[config.mk]
export PLATFORM = sky130hd
export DESIGN_NAME = bws_cfg_regs
export DESIGN_NICKNAME = d
export VERILOG_FILES = /design/src/shared/bws_pkg.sv /design/src/shared/bws_win_if.sv /design/src/rtl/bws_window_match.sv /design/src/rtl/bws_cfg_regs.sv
export SDC_FILE = /design/constraint.sdc
export NUM_CORES = 1
export LEC_CHECK = 0
export BUFFER_PORTS_ARGS = -buffer_cell sky130_fd_sc_hd__clkbuf_2
export CORE_MARGIN = 2
export CORE_UTILIZATION = 45
export CTS_CLUSTER_DIAMETER = 30
export DETAILED_ROUTE_END_ITERATION = 8
export PLACE_DENSITY = 0.69
export RECOVER_POWER = 25
export SLEW_MARGIN = 15
export SYNTH_ARGS = -nofsm -noshare
export SYNTH_HDL_FRONTEND = slang
export SYNTH_SLANG_ARGS = --single-unit
[constraint.sdc]
create_clock -name clk -period 6.56 [get_ports clk]
set_clock_uncertainty 0.2 [all_clocks]
set_input_delay 0.328 -clock clk [delete_from_list [all_inputs] [get_ports clk]]
set_output_delay 0.328 -clock clk [all_outputs]
set_load 0.05 [all_outputs]
[src/shared/bws_pkg.sv]
/*
  Constants for the bridge window and downstream status register bank:
  byte offsets, field positions, read-only values and reset values.
  Assumes a 32-bit register bus with byte addresses.
*/
package bws_pkg;

  // register byte offsets
  localparam logic [7:0] OFS_CMD   = 8'h04;
  localparam logic [7:0] OFS_IOST  = 8'h1c;
  localparam logic [7:0] OFS_MEM   = 8'h20;
  localparam logic [7:0] OFS_IOUP  = 8'h30;

  // command register
  localparam int         CMD_PERR_EN_BIT = 6;
  localparam logic       CMD_PERR_EN_RST = 1'b0;

  // i/o window low half and upper-half reset
  localparam logic [3:0]  IO_ADDR_IND   = 4'h1;
  localparam logic [3:0]  IO_NIB_RST    = 4'h0;
  localparam logic [11:0] IO_LOW_START  = 12'h000;
  localparam logic [11:0] IO_LOW_END    = 12'hfff;
  localparam logic [15:0] IO_UP_RST     = 16'h0000;

  // memory window
  localparam logic [3:0]  MEM_RO_NIB    = 4'h0;
  localparam logic [11:0] MEM_FIELD_RST = 12'h000;
  localparam logic [19:0] MEM_LOW_START = 20'h00000;
  localparam logic [19:0] MEM_LOW_END   = 20'hfffff;

  // downstream status, positions within the upper half-word
  localparam int ST_66MHZ  = 5;
  localparam int ST_FBB    = 7;
  localparam int ST_MDPE   = 8;
  localparam int ST_DEVSEL = 9;
  localparam int ST_STA    = 11;
  localparam int ST_RTA    = 12;
  localparam int ST_RMA    = 13;
  localparam int ST_RSE    = 14;
  localparam int ST_DPE    = 15;

  localparam logic       ST_66MHZ_VAL  = 1'b1;
  localparam logic       ST_FBB_VAL    = 1'b0;
  localparam logic [1:0] DEVSEL_MEDIUM = 2'h1;
  localparam logic [15:0] ST_W1C_MASK  = 16'hf900;
  localparam logic [15:0] ST_RST       = 16'h0000;

  // bus slave states
  typedef enum logic [1:0]
  {
    BWS_IDLE = 2'h1,
    BWS_ACK  = 2'h2
  } bws_slave_t;

endpackage

[src/shared/bws_win_if.sv]
/*
  Window compare carrier between the register bank and a window matcher.
  Assumes both ends share the register bank clock.
*/
`timescale 1ns/100ps
interface bws_win_if #(parameter int W = 32);
  logic [W-1:0] winStart;
  logic [W-1:0] winEnd;
  logic [W-1:0] reqAddr;
  logic         hit;

  modport cfg   (output winStart, output winEnd, output reqAddr,
                 input hit);
  modport match (input winStart, input winEnd, input reqAddr,
                 output hit);
endinterface

[src/rtl/bws_window_match.sv]
/*
  Address window matcher: hit when start <= address <= end.
  Assumes the assembled start and end addresses are supplied already.
*/
`timescale 1ns/100ps
module bws_window_match
  import bws_pkg::*;
#(
  parameter int W = 32
)
(
  // window and address
  bws_win_if.match win
);

  initial
  begin
    if (W < 16 || W > 64)
      $error("bws_window_match: width out of range");
  end

  logic winEnabled;

  // an inverted window disables forwarding altogether
  assign winEnabled = (win.winEnd >= win.winStart);
  assign win.hit    = winEnabled && (win.reqAddr >= win.winStart)
                      && (win.reqAddr <= win.winEnd);

endmodule

[src/rtl/bws_cfg_regs.sv]
/*
  Bridge forwarding windows and downstream status register bank, reached
  over an Avalon-MM slave with one wait state. Also decides whether an
  i/o or memory address falls inside its forwarding window.
  Assumes event inputs are synchronous to clk; abort and parity-detect
  inputs are one-cycle pulses, the _n inputs are active-low levels.
*/
// Summary of operation
// - i/o base and limit low nibbles read 1, read-only
// - i/o base nibble gives start bits 15:12, low bits zero, resets 0
// - i/o limit nibble gives end bits 15:12, low bits all ones
// - i/o start and end bits 31:16 come from upper-half register
// - i/o addresses compared against assembled window to forward
// - status bit 21 read-only, reads one
// - status bit 23 read-only, reads zero
// - bit 24 set on downstream parity error while command bit 6 set
// - status bits 26:25 read-only, always 01 medium decode
// - bit 27 set when bridge as target signals target abort
// - bit 28 set when bridge master receives target abort
// - bit 29 set when bridge master receives master abort
// - bit 30 set when downstream system error input asserted
// - bit 31 set on any detected parity error, no enable
// - memory base low four bits read-only zero
// - memory base field gives start bits 31:20, low bits zero
// - memory start and limit decide memory forwarding
// - memory limit field gives end bits 31:20, low bits ones
// - upper-half i/o start and end at offset 30h, reset zero
`timescale 1ns/100ps
module bws_cfg_regs
  import bws_pkg::*;
#(
  parameter int ADDR_W = 8
)
(
  // clock and reset
  input  logic              clk,
  input  logic              reset,
  // avalon-mm slave
  input  logic [ADDR_W-1:0] avs_address,
  input  logic              avs_read,
  input  logic              avs_write,
  input  logic [31:0]       avs_writedata,
  input  logic [3:0]        avs_byteenable,
  output logic [31:0]       avs_readdata,
  output logic              avs_waitrequest,
  // downstream bus events
  input  logic              downstream_parity_error_n,
  input  logic              downstream_system_error_n,
  input  logic              targetAbortSignaled,
  input  logic              targetAbortReceived,
  input  logic              masterAbortReceived,
  input  logic              parityErrorDetected,
  // forwarding decisions
  input  logic [31:0]       ioReqAddr,
  input  logic [31:0]       memReqAddr,
  output logic              ioForward,
  output logic              memForward
);

  initial
  begin
    if (ADDR_W < 8)
      $error("bws_cfg_regs: address too narrow for offset 30h");
  end

  bws_slave_t  state_r;
  bws_slave_t  state_nxt;
  logic        wrAccept;
  logic        rdCapture;
  logic [7:0]  regAddr;
  logic [31:0] rdData_nxt;
  logic [31:0] readdata_r;

  logic        perrEn_r;
  logic [3:0]  ioBaseNib_r;
  logic [3:0]  ioLimNib_r;
  logic [15:0] ioUpStart_r;
  logic [15:0] ioUpEnd_r;
  logic [11:0] memBase_r;
  logic [11:0] memLim_r;
  logic [15:0] statFlags_r;
  logic [15:0] statFlags_nxt;
  logic [15:0] statSet;
  logic [15:0] statClr;
  logic        ioForward_r;
  logic        memForward_r;

  bws_win_if #(.W(32)) ioWin ();
  bws_win_if #(.W(32)) memWin ();

  // merges one write byte into a held byte under its lane enable
  function automatic logic [7:0] laneMerge(input logic [7:0] held,
                                           input logic [7:0] wr,
                                           input logic       en);
    laneMerge = en ? wr : held;
  endfunction

  // full downstream status half-word as software sees it
  function automatic logic [15:0] statusView(input logic [15:0] flags);
    logic [15:0] v;
    v = flags & ST_W1C_MASK;
    v[ST_66MHZ] = ST_66MHZ_VAL;
    v[ST_FBB] = ST_FBB_VAL;
    v[ST_DEVSEL +: 2] = DEVSEL_MEDIUM;
    statusView = v;
  endfunction

  // bus slave: one wait state on every access, unmapped reads zero
  assign regAddr         = avs_address[7:0];
  assign avs_waitrequest = (avs_read || avs_write) && (state_r == BWS_IDLE);
  assign wrAccept        = avs_write && (state_r == BWS_ACK);
  assign rdCapture       = avs_read && (state_r == BWS_IDLE);
  assign avs_readdata    = readdata_r;

  always_comb
  begin
    state_nxt = BWS_IDLE;
    unique case (state_r)
      BWS_IDLE:
      begin
        if (avs_read || avs_write)
          state_nxt = BWS_ACK;
      end
      BWS_ACK:
      begin
        state_nxt = BWS_IDLE;
      end
      default:
      begin
        state_nxt = BWS_IDLE;
      end
    endcase
  end

  always_ff @(posedge clk)
  begin
    if (reset)
      state_r <= BWS_IDLE;
    else
      state_r <= state_nxt;
  end

  always_comb
  begin
    rdData_nxt = 32'h00000000;
    unique case (regAddr)
      OFS_CMD:
      begin
        rdData_nxt[CMD_PERR_EN_BIT] = perrEn_r;
      end
      OFS_IOST:
      begin
        rdData_nxt = {statusView(statFlags_r), ioLimNib_r, IO_ADDR_IND,
                      ioBaseNib_r, IO_ADDR_IND};
      end
      OFS_MEM:
      begin
        rdData_nxt = {memLim_r, MEM_RO_NIB, memBase_r, MEM_RO_NIB};
      end
      OFS_IOUP:
      begin
        rdData_nxt = {ioUpEnd_r, ioUpStart_r};
      end
      default:
      begin
        rdData_nxt = 32'h00000000;
      end
    endcase
  end

  // read data captured on the wait cycle so it stands at the accept edge
  always_ff @(posedge clk)
  begin
    if (reset)
      readdata_r <= 32'h00000000;
    else if (rdCapture)
      readdata_r <= rdData_nxt;
  end

  always_ff @(posedge clk)
  begin
    if (reset)
      perrEn_r <= CMD_PERR_EN_RST;
    else if (wrAccept && regAddr == OFS_CMD && avs_byteenable[0])
      perrEn_r <= avs_writedata[CMD_PERR_EN_BIT];
  end

  always_ff @(posedge clk)
  begin
    if (reset)
    begin
      ioBaseNib_r <= IO_NIB_RST;
      ioLimNib_r  <= IO_NIB_RST;
    end
    else if (wrAccept && regAddr == OFS_IOST)
    begin
      if (avs_byteenable[0])
        ioBaseNib_r <= avs_writedata[7:4];
      if (avs_byteenable[1])
        ioLimNib_r <= avs_writedata[15:12];
    end
  end

  always_ff @(posedge clk)
  begin
    if (reset)
    begin
      ioUpStart_r <= IO_UP_RST;
      ioUpEnd_r   <= IO_UP_RST;
    end
    else if (wrAccept && regAddr == OFS_IOUP)
    begin
      ioUpStart_r[7:0]  <= laneMerge(ioUpStart_r[7:0], avs_writedata[7:0],
                                     avs_byteenable[0]);
      ioUpStart_r[15:8] <= laneMerge(ioUpStart_r[15:8],
                                     avs_writedata[15:8],
                                     avs_byteenable[1]);
      ioUpEnd_r[7:0]    <= laneMerge(ioUpEnd_r[7:0], avs_writedata[23:16],
                                     avs_byteenable[2]);
      ioUpEnd_r[15:8]   <= laneMerge(ioUpEnd_r[15:8], avs_writedata[31:24],
                                     avs_byteenable[3]);
    end
  end

  always_ff @(posedge clk)
  begin
    if (reset)
    begin
      memBase_r <= MEM_FIELD_RST;
      memLim_r  <= MEM_FIELD_RST;
    end
    else if (wrAccept && regAddr == OFS_MEM)
    begin
      if (avs_byteenable[0])
        memBase_r[3:0] <= avs_writedata[7:4];
      if (avs_byteenable[1])
        memBase_r[11:4] <= avs_writedata[15:8];
      if (avs_byteenable[2])
        memLim_r[3:0] <= avs_writedata[23:20];
      if (avs_byteenable[3])
        memLim_r[11:4] <= avs_writedata[31:24];
    end
  end

  // status flags: hardware sets, software writes ones to clear
  always_comb
  begin
    statSet          = 16'h0000;
    statSet[ST_MDPE] = !downstream_parity_error_n && perrEn_r;
    statSet[ST_STA]  = targetAbortSignaled;
    statSet[ST_RTA]  = targetAbortReceived;
    statSet[ST_RMA]  = masterAbortReceived;
    statSet[ST_RSE]  = !downstream_system_error_n;
    statSet[ST_DPE]  = parityErrorDetected;
    statClr          = 16'h0000;
    if (wrAccept && regAddr == OFS_IOST)
    begin
      if (avs_byteenable[2])
        statClr[7:0] = avs_writedata[23:16];
      if (avs_byteenable[3])
        statClr[15:8] = avs_writedata[31:24];
    end
    // a set in the clearing cycle survives
    statFlags_nxt = ((statFlags_r & ~statClr) | statSet)
                    & ST_W1C_MASK;
  end

  always_ff @(posedge clk)
  begin
    if (reset)
      statFlags_r <= ST_RST;
    else
      statFlags_r <= statFlags_nxt;
  end

  // window assembly; the decision is registered, one cycle late
  assign ioWin.winStart  = {ioUpStart_r, ioBaseNib_r, IO_LOW_START};
  assign ioWin.winEnd    = {ioUpEnd_r, ioLimNib_r, IO_LOW_END};
  assign ioWin.reqAddr   = ioReqAddr;
  assign memWin.winStart = {memBase_r, MEM_LOW_START};
  assign memWin.winEnd   = {memLim_r, MEM_LOW_END};
  assign memWin.reqAddr  = memReqAddr;

  bws_window_match #(.W(32)) ioMatch
  (
    .win (ioWin.match)
  );

  bws_window_match #(.W(32)) memMatch
  (
    .win (memWin.match)
  );

  always_ff @(posedge clk)
  begin
    if (reset)
    begin
      ioForward_r  <= 1'b0;
      memForward_r <= 1'b0;
    end
    else
    begin
      ioForward_r  <= ioWin.hit;
      memForward_r <= memWin.hit;
    end
  end

  assign ioForward  = ioForward_r;
  assign memForward = memForward_r;
endmodule

==> out/qor.yml <==
yosys:
  synthTopCellsByArea: "dfxtp_1 33%, ha_1 18%, mux2i_1 9.1%, nor2_1 7.8%, a21oi_1 5.5%"
  synth.distinct_cells: 45
  yosysTopAreaCellShare_pct: 32.9
  synth-edff-count: 0
  syn_nets: 976
  synth_seq_cells: 107
  syn_area_sq_um: 6500
  yosys.area.top_type: "dfxtp_1"
  synth-warning-count: 0
  yosysSeqAreaShare_pct: 32.9
  synth-main-ff-cell: "dfxtp_1"
  synthCells: 764
  async_flop_share_pct: 0
  synth_area_per_cell_sq_um: 8.51
worst_setup_path:
  critPathBufInv: 0
  crit_chain: "nor2b_1 -> nand2_1 -> or3_1 -> nor2_1 -> a21oi_1 -> nor2_1"
  cpPeakStageDelay_ps: 870
  cpMostUsedCell: "nor2_1"
  crit_family: "simple AND/OR/NAND/NOR gates"
  cp-end-kind: "register"
  critPathMaxFanout: 30
  cp_slowest_cell: "or3_1"
  cp.required_ps: 6650
  worstPathArrival_ps: 2720
  startpoint_type: "register"
  path_class: "register to register"
finish:
  nets: 1117
  num_antenna_cells: 0
  syn_to_final_growth_pct: 18.1
  layout-drive-gt1-share_pct: 16.0
  layout.cells.most_common: "nor2_1"
  final_cell_area_sq_um: 7680
  final_util_pct: 54.9
  final_cell_mix: "135 x nor2_1, 118 x clkbuf_2, 107 x dfxtp_1"
place:
  dp_hpwl_um: 14400
  finalWeightedCongestion: 0.841
  place_area_sq_um: 7380
  portBuffers: 152
cts:
  clockBufferDepth: 2
  clockRootBuffer: "clkbuf_16"
  insertion_delay_ps: 350
  cts_tree: "built"
  clk_pin_slew_ps: 70
  cts.sinks: 107
  htreeDepth: 3
  cts_buffers: 9
die:
  start_util_pct: 46.5
  row_count: 43
  die_w_um: 124
  core_sq_um: 14000
  die_area_sq_um: 15400
  die_height_um: 124
  io_pins: 153
global_route:
  overflow: 0
  grt_pass1_wl_um: 29200
  grt_pass1_vias: 5793
  antenna_found_initial: 0
  grt_max_degree: 62
  track_usage_pct: 23.2
route:
  vias: 6004
  drt_first_pass_iters: 6
  routed_via_density: 5.51
  wl_per_cell_um: 16.5
  drc_errors: 0
  drtIter0Drc: 440
  ant_nets: 0
  routed_wirelength_um: 18000
sta:
  setup_violations: 0
  tightestPinTransition_ps: 952
  hold_viol: 0
  fin_tns_setup_ps: 0
  period_share_pct: 40.2
  rsz0062_at_grt: "no"
  drv_slew: 0
  period_needed_ps: 2640
  fmax_mhz: 379
  slew_headroom_pct: 36.4
run:
  maxCapViolations: 0
run_status:
  outcome: "finished, final reports clean"
pwr:
  p_per_area_nw_per_um2: 175
  leakage_nw: 3.47
  max-vdd-ir-drop_uv: 117
hold_path:
  hold_class: "input pin to register"
## per-stage QoR
| stage | hold WS, ps | std cells | power (mW) | setup slack, ps |
|---|---|---|---|---|
| after global routing | 32.8 | 1090 | 1.39 | 3640 |
| final | 2.01 | 1090 | 1.34 | 3920 |
| after detailed placement | 250 | 1069 | 0.824 | 3940 |
| after floorplan | 220 | 764 | 0.755 | 4320 |
| after CTS | 0.847 | 1090 | 1.35 | 3920 |
| after global placement | 244 | 1069 | 0.822 | 4000 |
## cells in the mapped netlist (2+ instances only)
library cell and instances:
and4_1 5, nor2_1 135, a221o_1 2, dfxtp_1 107, or4_1 3, buf_2 7
nor3_1 4, o22ai_1 2, nand3_1 21, nand2_1 37, inv_1 65, nand4_1 19
a22oi_1 7, a222oi_1 14, or3_1 2, a21oi_1 71, nor2b_1 6, nand3_4 4
o21ai_0 13, mux2i_1 59, nand4b_1 2, nand2b_1 4, a221oi_1 6, and3_1 5
ha_1 94, a21o_1 8, o21a_1 3, clkbuf_1 22, nor4_1 10, a2111oi_0 2
buf_6 2, a211oi_1 10
## metal layers
metal | vias to the layer above | track usage, % | wire, um
met5 | - | 0 | 0
met3 | 29 | 3.83 | 926
met1 | 2775 | 30.0 | 8160
li1 | 3033 | - | -
met2 | 167 | 38.7 | 8460
met4 | 0 | 8.92 | 462
## timing repair
| action | 4_1_cts | 5_1_grt |
|---|---|---|
| endpoints found under the hold margin | 5 | 0 |
| gates resized for setup | 0 | 0 |
| hold buffers | 5 | 0 |
| buffers inserted | 0 | 0 |
## path summary, 6_finish.rpt
| check | start | endpoint | slack (ps) | depth (start not counted) |
|---|---|---|---|---|
| hold / removal | avs_writedata[16] | ioUpEnd_r[0]$_SDFFE_PP0P_ | 2 | 3 |
| setup reg to reg | state_r[0]$_SDFF_PP1_ | avs_readdata[12]$_SDFFE_PP0P_ | 3920 | 6 |
| setup / recovery | state_r[0]$_SDFF_PP1_ | avs_readdata[12]$_SDFFE_PP0P_ | 3920 | 6 |
| hold reg to reg | avs_readdata[1]$_SDFFE_PP0P_ | avs_readdata[1]$_SDFFE_PP0P_ | 260 | 2 |
## sequential cells by signal, summed over array words and instances, names as in the netlist
name,cells
state_r,2
avs_readdata,32
statFlags_r,6
memLim_r,12
memBase_r,12
memForward,1
ioUpEnd_r,16
ioUpStart_r,16
ioLimNib_r,4
ioBaseNib_r,4
perrEn_r,1
ioForward,1
## layout make-up
cell class | instances | area, sq um
Clock buffer | 12 | 256
Clock inverter | 4 | 33.8
Fill cell | 1363 | 6310
Inverter | 65 | 244
Multi-Input combinational cell | 561 | 3980
Sequential cell | 107 | 2140
Tap cell | 180 | 225
Timing Repair Buffer | 161 | 802
## kinds of logic after synthesis
group	count (synthesis)	synth area share (%)
buf+inv	96	5.90
simple gates	264	19.8
flops	107	32.9
fa+ha+maj	94	18.1
mux	60	9.25
compound gates	143	14.0
## tightest hold or removal path, delay by kind of cell
family	cells	cell delay, ps
buf+inv	1	70
mux	1	50
simple gates	1	70
## power by group
group / internal [mW] / total (mW) / switching (mW)
Clock: 0.282 / 0.532 / 0.250
Sequential: 0.655 / 0.658 / 0.00326
Combinational: 0.0618 / 0.152 / 0.0904
Total: 0.999 / 1.34 / 0.344
Note: power is estimated with default switching activity, not from simulation.
